==> config.mk <==
export PLATFORM = sky130hd
export DESIGN_NAME = pcm_clock_module
export DESIGN_NICKNAME = d
export VERILOG_FILES = /design/src/pcm_pkg.sv /design/src/pcm_regmem.sv /design/src/pcm_clock_module.sv
export SDC_FILE = /design/constraint.sdc
export NUM_CORES = 1
export LEC_CHECK = 0
export BUFFER_PORTS_ARGS = -buffer_cell sky130_fd_sc_hd__buf_2
export CORE_MARGIN = 1.5
export CORE_UTILIZATION = 50
export CTS_BUF_LIST = sky130_fd_sc_hd__clkbuf_4 sky130_fd_sc_hd__clkbuf_8 sky130_fd_sc_hd__clkbuf_16
export CTS_CLUSTER_DIAMETER = 150
export DETAILED_ROUTE_END_ITERATION = 10
export PLACE_DENSITY = 0.68
export SLEW_MARGIN = 0
export SYNTH_ARGS = -nofsm -noshare
export SYNTH_HDL_FRONTEND = slang
export SYNTH_SLANG_ARGS = --single-unit
==> constraint.sdc <==
create_clock -name sys_clk -period 20.9 [get_ports sys_clk]
set_clock_uncertainty 0.05 [all_clocks]
set_input_delay 2.09 -clock sys_clk [delete_from_list [all_inputs] [get_ports sys_clk]]
set_output_delay 2.09 -clock sys_clk [all_outputs]
set_load 0.1 [all_outputs]
==> src/pcm_pkg.sv <==
// Purpose: Shared constants, types and register map of the PLL clock module
// Assumes: 16-bit registers, each at one 32-bit Avalon word (byte address = 4 * index)
// Notes: Lock time is counted in oscillator cycles, not in sys_clk cycles
package pcm_pkg;

    // ==========================================================
    // Widths
    localparam int PCM_REG_W = 16;
    localparam int PCM_ADDR_W = 17;
    localparam int PCM_IDX_W = 15;
    localparam int PCM_RATIO_W = 4;
    localparam int PCM_PERIOD_W = 16;
    localparam int PCM_LOCK_W = 18;
    localparam int PCM_MEM_AW = 3;
    localparam int PCM_MEM_DEPTH = 8;

    // ==========================================================
    // Register indexes
    localparam logic [14:0] PCM_IDX_CLK_OUT_PIN = 15'h7010;
    localparam logic [14:0] PCM_IDX_PLL_STATUS = 15'h7011;
    localparam logic [14:0] PCM_IDX_PCLK_GATE2 = 15'h7019;
    localparam logic [14:0] PCM_IDX_FAST_PRESC = 15'h701A;
    localparam logic [14:0] PCM_IDX_SLOW_PRESC = 15'h701B;
    localparam logic [14:0] PCM_IDX_PCLK_GATE0 = 15'h701C;
    localparam logic [14:0] PCM_IDX_PCLK_GATE1 = 15'h701D;
    localparam logic [14:0] PCM_IDX_LOW_POWER = 15'h701E;
    localparam logic [14:0] PCM_IDX_PLL_RATIO = 15'h7021;
    localparam logic [14:0] PCM_IDX_SYS_CTRL = 15'h7022;
    localparam logic [14:0] PCM_IDX_WD_COUNT = 15'h7023;
    localparam logic [14:0] PCM_IDX_WD_KEY = 15'h7025;
    localparam logic [14:0] PCM_IDX_WD_CTRL = 15'h7029;

    // ==========================================================
    // Field positions
    localparam int PCM_SRC_LSB = 2;
    localparam int PCM_OSC_OK_BIT = 6;
    localparam int PCM_LOCKED_BIT = 0;
    localparam int PCM_HALVE_BIT = 1;
    localparam int PCM_PLL_OFF_BIT = 3;
    localparam int PCM_LPM_HALT_BIT = 1;

    // ==========================================================
    // Reset values and encodings
    localparam logic [3:0] PCM_RATIO_RST = 4'h0;
    localparam logic [3:0] PCM_RATIO_MAX = 4'hA;
    localparam logic [1:0] PCM_SRC_RST = 2'h0;
    localparam logic [1:0] PCM_SRC_EXT_PIN = 2'h2;
    localparam logic [1:0] PCM_LPM_RST = 2'h0;
    localparam logic [1:0] PCM_LPM_IDLE = 2'h0;
    localparam logic [15:0] PCM_MEM_RST = 16'h0000;

    // ==========================================================
    // Timing
    localparam int PCM_LOCK_OSC_CYCLES = 131072;
    localparam logic [1:0] PCM_BUS_LAST = 2'h2;
    localparam logic [1:0] PCM_BUS_READ = 2'h1;

    // ==========================================================
    // Types
    typedef enum logic [1:0] {
        PCM_BYPASS,
        PCM_LOCKING,
        PCM_PLL
    } pcm_mode_t;

    typedef struct packed {
        logic bypass;
        logic pll_locked;
        logic lpm_stopped;
        logic halted;
    } pcm_clk_status_t;

endpackage : pcm_pkg

==> src/pcm_regmem.sv <==
// Purpose: Small storage for the plain read/write registers of the map
// Assumes: One write port, one read port, read data registered
// Notes: Every word clears to zero on reset
`timescale 1ns/1ps
module pcm_regmem (
    // Clock and reset
    input wire logic sys_clk,
    input wire logic rst,
    input wire logic clk_en,
    // Access
    input wire logic wr_en,
    input wire logic [pcm_pkg::PCM_MEM_AW-1:0] addr,
    input wire logic [pcm_pkg::PCM_REG_W-1:0] wr_data,
    output logic [pcm_pkg::PCM_REG_W-1:0] rd_data
);
    import pcm_pkg::*;

    logic [PCM_REG_W-1:0] mem [PCM_MEM_DEPTH];

    // ==========================================================
    // Storage words
    for (genvar i = 0; i < PCM_MEM_DEPTH; i++) begin : g_word
        always_ff @(posedge sys_clk or posedge rst) begin
            if (rst) begin
                mem[i] <= PCM_MEM_RST;
            end else if (clk_en && wr_en && addr == PCM_MEM_AW'(i)) begin
                mem[i] <= wr_data;
            end
        end
    end

    // ==========================================================
    // Registered read
    always_ff @(posedge sys_clk or posedge rst) begin
        if (rst) begin
            rd_data <= PCM_MEM_RST;
        end else if (clk_en) begin
            rd_data <= mem[addr];
        end
    end

endmodule : pcm_regmem

==> src/pcm_clock_module.sv <==
// Purpose: PLL clock module: source select, ratio, bypass, lock wait, low-power entry
// Assumes: Oscillator well below sys_clk / 4; pins synchronised before use
// Notes: Multiplied clock rebuilt by a phase accumulator against the measured period
//
// Chosen here: register access over Avalon-MM.
`timescale 1ns/1ps
module pcm_clock_module #(
    parameter int LOCK_OSC_CYCLES = pcm_pkg::PCM_LOCK_OSC_CYCLES
) (
    // Clock, reset, enable
    input wire logic sys_clk,
    input wire logic rst,
    input wire logic clk_en,
    // Avalon-MM slave
    input wire logic [pcm_pkg::PCM_ADDR_W-1:0] avs_address,
    input wire logic avs_read,
    input wire logic avs_write,
    input wire logic [31:0] avs_writedata,
    input wire logic [3:0] avs_byteenable,
    output logic [31:0] avs_readdata,
    output logic avs_waitrequest,
    // CPU side
    input wire logic protected_write_enable,
    input wire logic idle_req,
    // Clock pins
    input wire logic low_voltage_clock_pin,
    input wire logic ext_clock_pin,
    output logic crystal_drive_pin,
    output logic crystal_drive_oe,
    // Wake pin
    input wire logic wake_n,
    // Clocks and status out
    output logic cpu_clock_in,
    output logic system_clock_out,
    output pcm_pkg::pcm_clk_status_t clk_status
);
    import pcm_pkg::*;

    // ==========================================================
    // Pin synchronisers
    logic [2:0] async_in;
    logic [2:0] sync_a;
    logic [2:0] sync_b;

    assign async_in = {wake_n, ext_clock_pin, low_voltage_clock_pin};

    for (genvar i = 0; i < 3; i++) begin : g_sync
        always_ff @(posedge sys_clk or posedge rst) begin
            if (rst) begin
                sync_a[i] <= (i == 2) ? 1'b1 : 1'b0;
                sync_b[i] <= (i == 2) ? 1'b1 : 1'b0;
            end else if (clk_en) begin
                sync_a[i] <= async_in[i];
                sync_b[i] <= sync_a[i];
            end
        end
    end

    // ==========================================================
    // Register state
    logic [1:0] clk_src;
    logic [PCM_RATIO_W-1:0] pll_ratio_reg;
    logic input_halving_select;
    logic pll_power_off_bit;
    logic [1:0] lpm_sel;
    logic lpm_stop;
    pcm_mode_t mode;
    logic [PCM_LOCK_W-1:0] lock_cnt;

    // ==========================================================
    // Oscillator selection and edge detect
    wire ext_mode = (clk_src == PCM_SRC_EXT_PIN);
    wire crystal_mode = (clk_src == PCM_SRC_RST);
    wire halted = lpm_stop & lpm_sel[PCM_LPM_HALT_BIT];
    wire osc_level = ext_mode ? sync_b[1] : sync_b[0];
    logic osc_prev;
    wire osc_rise = osc_level & ~osc_prev & ~halted;

    // Period of the oscillator in sys_clk cycles
    logic [PCM_PERIOD_W-1:0] per_cnt;
    logic [PCM_PERIOD_W-1:0] osc_period;
    wire per_full = &per_cnt;
    wire osc_ok = ~per_full;

    always_ff @(posedge sys_clk or posedge rst) begin
        if (rst) begin
            osc_prev <= 1'b0;
            per_cnt <= '0;
            osc_period <= '1;
        end else if (clk_en) begin
            osc_prev <= osc_level;
            if (osc_rise) begin
                per_cnt <= '0;
                osc_period <= per_cnt + PCM_PERIOD_W'(1);
            end else if (!per_full) begin
                per_cnt <= per_cnt + PCM_PERIOD_W'(1);
            end
        end
    end

    // Crystal amplifier drives the inverse of the crystal input
    always_ff @(posedge sys_clk or posedge rst) begin
        if (rst) begin
            crystal_drive_pin <= 1'b0;
            crystal_drive_oe <= 1'b0;
        end else if (clk_en) begin
            crystal_drive_pin <= ~sync_b[0];
            crystal_drive_oe <= crystal_mode & ~halted;
        end
    end

    // ==========================================================
    // Bus slave: two wait cycles, answer at the third edge
    logic [1:0] bus_cnt;
    wire bus_req = avs_read | avs_write;
    wire bus_done = bus_req & (bus_cnt == PCM_BUS_LAST);
    wire [PCM_IDX_W-1:0] idx = avs_address[PCM_ADDR_W-1:2];
    wire wr_fire = avs_write & bus_done & protected_write_enable;
    wire [15:0] wr_mask = {{8{avs_byteenable[1]}}, {8{avs_byteenable[0]}}};

    assign avs_waitrequest = bus_req & (bus_cnt != PCM_BUS_LAST);

    always_ff @(posedge sys_clk or posedge rst) begin
        if (rst) begin
            bus_cnt <= 2'h0;
        end else if (clk_en) begin
            bus_cnt <= (bus_req && !bus_done) ? bus_cnt + 2'h1 : 2'h0;
        end
    end

    // Address decode
    wire hit_clock_out_pin_control = (idx == PCM_IDX_CLK_OUT_PIN);
    wire hit_sts = (idx == PCM_IDX_PLL_STATUS);
    wire hit_lpm = (idx == PCM_IDX_LOW_POWER);
    wire hit_ratio = (idx == PCM_IDX_PLL_RATIO);
    wire hit_wdcnt = (idx == PCM_IDX_WD_COUNT);
    wire hit_mem = (idx == PCM_IDX_PCLK_GATE2) | (idx == PCM_IDX_FAST_PRESC)
        | (idx == PCM_IDX_SLOW_PRESC) | (idx == PCM_IDX_PCLK_GATE0)
        | (idx == PCM_IDX_PCLK_GATE1) | (idx == PCM_IDX_SYS_CTRL)
        | (idx == PCM_IDX_WD_KEY) | (idx == PCM_IDX_WD_CTRL);
    wire [PCM_MEM_AW-1:0] mem_slot =
        (idx == PCM_IDX_PCLK_GATE2) ? 3'h0 :
        (idx == PCM_IDX_FAST_PRESC) ? 3'h1 :
        (idx == PCM_IDX_SLOW_PRESC) ? 3'h2 :
        (idx == PCM_IDX_PCLK_GATE0) ? 3'h3 :
        (idx == PCM_IDX_PCLK_GATE1) ? 3'h4 :
        (idx == PCM_IDX_SYS_CTRL) ? 3'h5 :
        (idx == PCM_IDX_WD_KEY) ? 3'h6 : 3'h7;

    // ==========================================================
    // Register views and write merge
    logic [15:0] mem_rdata;
    wire pll_locked = (mode == PCM_PLL);
    wire [15:0] clock_out_pin_control_view = 16'(clk_src) << PCM_SRC_LSB
        | 16'(osc_ok) << PCM_OSC_OK_BIT;
    wire [15:0] sts_view = 16'(pll_locked) << PCM_LOCKED_BIT
        | 16'(input_halving_select) << PCM_HALVE_BIT
        | 16'(pll_power_off_bit) << PCM_PLL_OFF_BIT;
    wire [15:0] ratio_view = 16'(pll_ratio_reg);
    wire [15:0] lpm_view = 16'(lpm_sel);
    wire [15:0] old_val =
        hit_clock_out_pin_control ? clock_out_pin_control_view :
        hit_sts ? sts_view :
        hit_lpm ? lpm_view :
        hit_ratio ? ratio_view :
        hit_wdcnt ? 16'h0000 :
        hit_mem ? mem_rdata : 16'h0000;
    wire [15:0] merged = (old_val & ~wr_mask) | (avs_writedata[15:0] & wr_mask);

    pcm_regmem u_regmem (
        .sys_clk(sys_clk),
        .rst(rst),
        .clk_en(clk_en),
        .wr_en(wr_fire & hit_mem),
        .addr(mem_slot),
        .wr_data(merged),
        .rd_data(mem_rdata)
    );

    always_ff @(posedge sys_clk or posedge rst) begin
        if (rst) begin
            avs_readdata <= 32'h00000000;
        end else if (clk_en && avs_read && bus_cnt == PCM_BUS_READ) begin
            avs_readdata <= {16'h0000, old_val};
        end
    end

    // ==========================================================
    // Control registers
    wire [PCM_RATIO_W-1:0] new_ratio = merged[PCM_RATIO_W-1:0];
    wire ratio_ok = (new_ratio <= PCM_RATIO_MAX);
    wire wr_ratio = wr_fire & hit_ratio & ratio_ok;
    wire wr_sts = wr_fire & hit_sts;
    wire ratio_zero = (pll_ratio_reg == PCM_RATIO_RST);
    // Halving may rise only while the ratio is zero; clearing always allowed
    wire next_halve = merged[PCM_HALVE_BIT] & (ratio_zero | input_halving_select);

    always_ff @(posedge sys_clk or posedge rst) begin
        if (rst) begin
            clk_src <= PCM_SRC_RST;
            pll_ratio_reg <= PCM_RATIO_RST;
            input_halving_select <= 1'b0;
            pll_power_off_bit <= 1'b0;
            lpm_sel <= PCM_LPM_RST;
        end else if (clk_en) begin
            if (wr_fire && hit_clock_out_pin_control) begin
                clk_src <= merged[PCM_SRC_LSB +: 2];
            end
            if (wr_ratio) begin
                pll_ratio_reg <= new_ratio;
            end
            if (wr_sts) begin
                input_halving_select <= next_halve;
                pll_power_off_bit <= merged[PCM_PLL_OFF_BIT];
            end
            if (wr_fire && hit_lpm) begin
                lpm_sel <= merged[1:0];
            end
        end
    end

    // ==========================================================
    // Lock sequence
    wire [PCM_LOCK_W-1:0] lock_load = PCM_LOCK_W'(LOCK_OSC_CYCLES - 1);
    pcm_mode_t next_mode;
    logic [PCM_LOCK_W-1:0] next_lock_cnt;

    always_comb begin
        next_mode = mode;
        next_lock_cnt = lock_cnt;
        if (wr_ratio) begin
            // Every accepted ratio write reloads the count; nonzero ones restart the lock wait
            next_mode = (new_ratio == PCM_RATIO_RST) ? PCM_BYPASS : PCM_LOCKING;
            next_lock_cnt = lock_load;
        end else begin
            case (mode)
                PCM_BYPASS: begin
                    next_mode = PCM_BYPASS;
                end
                PCM_LOCKING: begin
                    if (osc_rise) begin
                        if (lock_cnt == '0) begin
                            next_mode = PCM_PLL;
                        end else begin
                            next_lock_cnt = lock_cnt - PCM_LOCK_W'(1);
                        end
                    end
                end
                PCM_PLL: begin
                    next_mode = PCM_PLL;
                end
                default: begin
                    next_mode = PCM_BYPASS;
                end
            endcase
        end
    end

    always_ff @(posedge sys_clk or posedge rst) begin
        if (rst) begin
            mode <= PCM_BYPASS;
            lock_cnt <= '0;
        end else if (clk_en) begin
            mode <= next_mode;
            lock_cnt <= next_lock_cnt;
        end
    end

    // ==========================================================
    // Low-power entry: idle request stops clocks in standby or halt
    wire wake = ~sync_b[2];

    always_ff @(posedge sys_clk or posedge rst) begin
        if (rst) begin
            lpm_stop <= 1'b0;
        end else if (clk_en) begin
            if (idle_req && lpm_sel != PCM_LPM_IDLE) begin
                lpm_stop <= 1'b1;
            end else if (wake) begin
                lpm_stop <= 1'b0;
            end
        end
    end

    // ==========================================================
    // Clock synthesis
    // Power-off or bypass both take the oscillator path
    wire use_mult = pll_locked & ~pll_power_off_bit;
    logic [PCM_PERIOD_W-1:0] acc;
    wire [PCM_PERIOD_W:0] acc_sum = {1'b0, acc} + (PCM_PERIOD_W + 1)'(pll_ratio_reg);
    wire acc_wrap = (acc_sum >= {1'b0, osc_period});
    wire [PCM_PERIOD_W-1:0] next_acc =
        acc_wrap ? PCM_PERIOD_W'(acc_sum - {1'b0, osc_period}) : acc_sum[PCM_PERIOD_W-1:0];
    logic clk_q;
    logic next_clk;

    always_comb begin
        if (lpm_stop) begin
            next_clk = 1'b0;
        end else if (use_mult) begin
            next_clk = clk_q ^ acc_wrap;
        end else if (input_halving_select) begin
            next_clk = osc_level;
        end else begin
            next_clk = clk_q ^ osc_rise;
        end
    end

    always_ff @(posedge sys_clk or posedge rst) begin
        if (rst) begin
            acc <= '0;
            clk_q <= 1'b0;
        end else if (clk_en) begin
            acc <= use_mult ? next_acc : '0;
            clk_q <= next_clk;
        end
    end

    // Same flop feeds both so the rates cannot differ
    assign cpu_clock_in = clk_q;
    assign system_clock_out = clk_q;

    assign clk_status.bypass = ~use_mult;
    assign clk_status.pll_locked = pll_locked;
    assign clk_status.lpm_stopped = lpm_stop;
    assign clk_status.halted = halted;

endmodule : pcm_clock_module

Word level (Yosys, flattened, before mapping)
Index checks and enable logic that the tools add are counted.
{ "word_totals": {"ff_bits": 251, "out_inout_bits": 41, "in_bits": 63} }
{ "classes": {"n_eq_ne": 31, "n_lt_le_gt_ge": 3, "reduce_logical": 34, "bitwise": 39, "add_sub_neg": 5, "muxes": 36} }
{ "op_table": {"columns": ["cell", "count"], "rows": [
  ["$eq A15 B15 Y1 const B", 13],
  ["$mux W16", 12],
  ["$mux W18", 4],
  ["$bmux W16 S3", 1],
  ["$and A16 B16 Y16", 2],
  ["$logic_not A18 Y1", 1],
  ["$sub A18 B1 Y18 const B", 1],
  ["$add A16 B4 Y17", 1],
  ["$ge A17 B16 Y1", 1],
  ["$add A16 B1 Y16 const B", 1],
  ["$not A16 Y16", 1],
  ["$or A16 B16 Y16", 1],
  ["$reduce_and A16 Y1", 1],
  ["$sub A16 B16 Y16", 1],
  ["$logic_and A1 B1 Y1", 15],
  ["$and A1 B1 Y1", 14],
  ["$reduce_and A2 Y1", 7],
  ["$eq A3 B3 Y1 const B", 4],
  ["$mux W2", 6],
  ["$mux W3", 4],
  ["$or A1 B1 Y1", 9],
  ["$logic_not A4 Y1", 2],
  ["$mux W1", 8],
  ["$or A4 B7 Y7", 1],
  ["22 further kinds", 37]
]} }

Longest topological paths before layout
{ "depth": {"ltp_word": 20, "ltp_mapped": 19, "ltp_nobuf": 18} }

Modules after synthesis
A second synthesis with hierarchy kept.
{ "unflattened": {"cells_unflattened": 1266, "area_unflattened_um2": 13511.7} }
{ "by_module_without_submodules": {"columns": ["module", "cells_each", "area_each_um2", "instances"], "rows": [
  ["pcm_clock_module", 806, 6972.9, 1],
  ["pcm_regmem", 460, 6538.8, 1]
]} }

Least setup slack after synthesis
OpenSTA, ideal clock, no wires.
{ "synth_timing": {"path_kind": "input-to-output", "start": "in avs_write", "end": "out avs_waitrequest", "path_slack_ps": 15771, "t_arrival_ps": 2989, "cell_stages": 3, "path_buffers": 0, "path_cell_list": "nor2_1 > or2_2 > inv_1"} }
{ "synth_via": {"elab_chain_cells": 2} }
{ "synth_rtl": {"columns": ["element", "line", "rtl"], "rows": [
  ["from (decl)", "pcm_clock_module.sv:17", "input wire logic avs_write,"],
  ["$or A1 B1 Y1", "pcm_clock_module.sv:115", "wire bus_req = avs_read | avs_write;"],
  ["$and A1 B1 Y1", "pcm_clock_module.sv:121", "assign avs_waitrequest = bus_req & (bus_cnt != PCM_BUS_LAST);"],
  ["to (decl)", "pcm_clock_module.sv:21", "output logic avs_waitrequest,"]
]} }
Every way passes these cells.

Final worst setup path
{ "layout_timing": {"start": "in avs_address[9] (netlist name)", "end": "reg u_regmem.mem[26] (netlist name)"} }
{ "layout_via": {"elab_chain_cells": 16} }
{ "layout_rtl": {"columns": ["element", "line", "rtl"], "rows": [
  ["from (decl)", "pcm_clock_module.sv:15", "input wire logic [pcm_pkg::PCM_ADDR_W-1:0] avs_address,"],
  ["$eq A15 B15 Y1 (on tied branches)", "pcm_clock_module.sv:137, pcm_clock_module.sv:142, pcm_clock_module.sv:143", null],
  ["$or A1 B1 Y1", "pcm_clock_module.sv:137", "wire hit_mem = (idx == PCM_IDX_PCLK_GATE2) | (idx == PCM_IDX_FAST_PRESC)"],
  ["$or A1 B1 Y1 (2 in series)", "pcm_clock_module.sv:138", "| (idx == PCM_IDX_SLOW_PRESC) | (idx == PCM_IDX_PCLK_GATE0)"],
  ["$or A1 B1 Y1 (2 in series)", "pcm_clock_module.sv:139", "| (idx == PCM_IDX_PCLK_GATE1) | (idx == PCM_IDX_SYS_CTRL)"],
  ["$or A1 B1 Y1 (2 in series)", "pcm_clock_module.sv:140", "| (idx == PCM_IDX_WD_KEY) | (idx == PCM_IDX_WD_CTRL);"],
  ["$mux W16", "pcm_clock_module.sv:167", "hit_mem ? mem_rdata : 16'h0000;"],
  ["$mux W16", "pcm_clock_module.sv:166", "hit_wdcnt ? 16'h0000 :"],
  ["$mux W16", "pcm_clock_module.sv:165", "hit_ratio ? ratio_view :"],
  ["$mux W16", "pcm_clock_module.sv:164", "hit_lpm ? lpm_view :"],
  ["$mux W16", "pcm_clock_module.sv:163", "hit_sts ? sts_view :"],
  ["$mux W16", "pcm_clock_module.sv:162", "hit_clock_out_pin_control ? clock_out_pin_control_view :"],
  ["$and A16 B16 Y16", "pcm_clock_module.sv:168", "wire [15:0] merged = (old_val & ~wr_mask) | (avs_writedata[15:0] & wr_mask);"],
  ["$or A16 B16 Y16", "pcm_clock_module.sv:168", null],
  ["to (signal, indexed assignment)", "pcm_regmem.sv:27", "mem[i] <= wr_data;"],
  ["to (decl)", "pcm_regmem.sv:18", "logic [PCM_REG_W-1:0] mem [PCM_MEM_DEPTH];"]
]} }
Parallel ways exist; a longest one is shown, timed or not.
A chain may end at the register's enable or synchronous reset.

==> impl_metrics.py <==
metrics = {
    "route": {
        "drc": 0,
        "antenna_left": 0,
        "wl_per_cell_microns": 16.9,
        "drtIter0Drc": 750,
        "drt_first_pass_iters": 5,
        "wl_mm": 30.9,
        "vias": 10300,
        "post_drt_via_cell_ratio": 5.64,
    },
    "clock_tree": {
        "postCtsResizedCells": 0,
        "cts.sinks": 251,
        "cts_tree": "yes",
        "clock_path_buffers": 3,
        "worstSkewPairLatency_ns": 0.54,
        "path_clk_slew_ns": 0.06,
        "cts_setup_buffers": 0,
        "ctsRootBufferMaster": "clkbuf_16",
        "htreeDepth": 1,
        "cts_hold_buf": 0,
        "cts_buffers": 28,
    },
    "final_layout": {
        "top_register": "u_regmem.mem",
        "synthToLayoutAreaGrowth_pct": 10.2,
        "n_antenna_cell": 0,
        "top_regs": "u_regmem.mem: 128 flops, lock_cnt: 18 flops",
        "stdcell_area_sq_mm": 0.0145,
        "nets": 1561,
        "largest_reg_flops": 128,
        "drive_above_1_share_pct": 13.0,
        "final_util_pct": 55.8,
    },
    "synthesis": {
        "synthFlopType": "dfrtp_1",
        "synth_seq_area_share_pct": 47.9,
        "syn_inst": 1443,
        "yosysUniqueCellTypes": 76,
        "postSynthAreaPerCell_sq_um": 9.13,
        "syn_area_sq_mm": 0.0132,
        "synth_edf_count": 0,
        "yosysWarningCount": 0,
        "postSynth.asyncResetShare_pct": 100,
        "ys_ff_latch": 251,
    },
    "timing": {
        "hold_viol": 0,
        "layout_min_cycle_time_ns": 5.65,
        "timing.slew.headroom_pct": 24.7,
        "finalCritPeriodShare_pct": 27.0,
        "rsz0062_at_grt": "no",
        "setup_violations": 0,
        "final_max_slew_viol_count": 0,
        "fmax_mhz": 177,
        "tightest_slew_ns": 1.13,
        "fin_tns_setup_ns": 0,
    },
    "place": {
        "placed_area_sq_mm": 0.0136,
        "gp_congestion": 0.878,
        "portBuffers": 67,
        "dpl.hpwl_mm": 19.9,
    },
    "global_routing": {
        "grt_pass1_vias": 9679,
        "grt_pass1_wl_mm": 50.2,
        "grt_overflow_total": 0,
        "antenna_found_initial": 0,
        "grt_start_max_net_pins": 110,
        "grt_use_total_pct": 23.2,
    },
    "flow_run": {
        "maxCapViolCount": 0,
    },
    "critical_path": {
        "cp.required_ns": 21.24,
        "r2r_end": "acc[4]",
        "reg2reg_slack_ns": 15.95,
        "startpoint_type": "input port",
        "critPathMaxFanout": 53,
        "reg2reg_depth": 17,
        "end_kind": "flip-flop",
        "crit_type": "in2reg",
        "endpoint": "u_regmem.mem[26]",
        "r2r_start": "pll_ratio_reg[0]",
        "crit_path_start": "avs_address[9]",
        "worstPathArrival_ns": 5.99,
    },
    "power": {
        "cellPowerDensity_mw_per_mm2": 82.0,
        "peakVddDrop_v": 0.0000639,
        "p_leak_nw": 6.51,
    },
    "die": {
        "core_area_sq_mm": 0.0260,
        "initial_core_util_pct": 50.7,
        "pin_count": 104,
        "die_h_microns": 165,
        "die_width_microns": 165,
        "rows": 59,
        "dieArea_sq_mm": 0.0273,
    },
    "min_path": {
        "holdCritPathClass": "reg2reg",
        "hold_depth": 2,
    },
    "status": {
        "status": "complete, no violations",
    },
}
-- cells in the mapped netlist, drive strengths merged (7+ instances only) --
cell type / number / area, sq um
or3: 13 / 81.3
nand3: 31 / 155
xor2: 18 / 158
ha: 26 / 325
dfrtp: 233 / 5830
a21o: 7 / 52.6
nor3: 17 / 96.4
a211oi: 21 / 158
inv: 41 / 154
a21oi: 64 / 320
o2bb2ai: 9 / 78.8
o21ai: 193 / 970
a31oi: 23 / 144
nor2b: 11 / 68.8
xnor2: 29 / 254
and3: 14 / 87.6
dfstp: 18 / 473
nand4: 10 / 62.6
nor2: 105 / 394
clkbuf: 60 / 225
nand2: 265 / 995
buf: 41 / 297
nor4: 10 / 81.3
mux2: 25 / 282
nand2b: 10 / 65.1
mux2i: 56 / 561
-- cell type report --
| cell class | instances | area (sq um) |
|---|---|---|
| tap | 335 | 419 |
| multi-input combinational | 1064 | 6240 |
| fill | 2337 | 11500 |
| inverter | 42 | 165 |
| timing repair buffer | 83 | 455 |
| clock buffer | 41 | 847 |
| sequential | 251 | 6300 |
| clock inverter | 9 | 75.1 |
-- kinds of logic after synthesis --
| family | synth area share, % |
|---|---|
| compound gates | 16.7 |
| simple gates | 17.9 |
| other cells | 0.0285 |
| fa+ha+maj | 2.77 |
| xor+xnor | 3.13 |
| mux | 6.39 |
| buf+inv | 5.16 |
| flops | 47.9 |
-- worst min-delay path by stage --
| stage | end | slack (ns) | startpoint |
|---|---|---|---|
| after detailed placement | crystal_drive_oe | 0.41 | clk_src[0] |
| after global routing | u_regmem.mem[31] | 0.45 | u_regmem.mem[31] |
| after floorplan | crystal_drive_oe | 0.38 | clk_src[0] |
| final | crystal_drive_pin | 0.42 | crystal_drive_pin |
| after global placement | crystal_drive_oe | 0.39 | clk_src[0] |
| after CTS | crystal_drive_oe | 0.42 | clk_src[0] |
-- per-stage QoR --
stage	setup slack, ns	std cells	hold WS [ns]	total power [W]
5_1_grt	15.06	1825	0.446	0.00124
6_report	15.25	1825	0.423	0.00119
4_1_cts	15.41	1825	0.422	0.00120
2_1_floorplan	11.89	1458	0.383	0.000672
3_5_place_dp	14.85	1775	0.413	0.000709
3_3_place_gp	14.84	1775	0.394	0.000705
-- layer usage --
metal  share of wire (%)  wire length [microns]  global-route usage [%]
met1                  45                  13900                    30.8
met4                 2.1                    645                    6.31
met2                  48                  15000                    39.7
met3                 4.3                   1330                    3.25
met5                   0                      0                       0
-- cell usage in the layout (no fill, tap or decap), drive strengths merged, types with 16 or more instances in the layout --
master and count:
nand3 31, conb 16, mux2 25, dfstp 18, nor2 105, a211oi 21, xor2 18, mux2i 56
a21oi 64, o21ai 193, dfrtp 233, nand2 265, ha 26, a31oi 23, clkbuf 41, buf 83
xnor2 29, inv 41, nor3 17
-- worst max-delay path, stage by stage --
cell and delay [ns]:
buf_2 0.11, nor4b_1 0.81, a32o_1 0.29, nand2_1 0.07, nand2_1 0.07, buf_4 0.50
clkinv_1 0.79, nand3_1 0.71, buf_4 0.38, o21ai_0 0.12
-- where the power goes --
group	switching [W]	internal, W	leakage (nW)
registers	0.0000143	0.000514	3.37
clock network	0.000198	0.000292	0.463
logic	0.000122	0.0000491	2.68
Note: power is estimated with default switching activity, not from simulation.
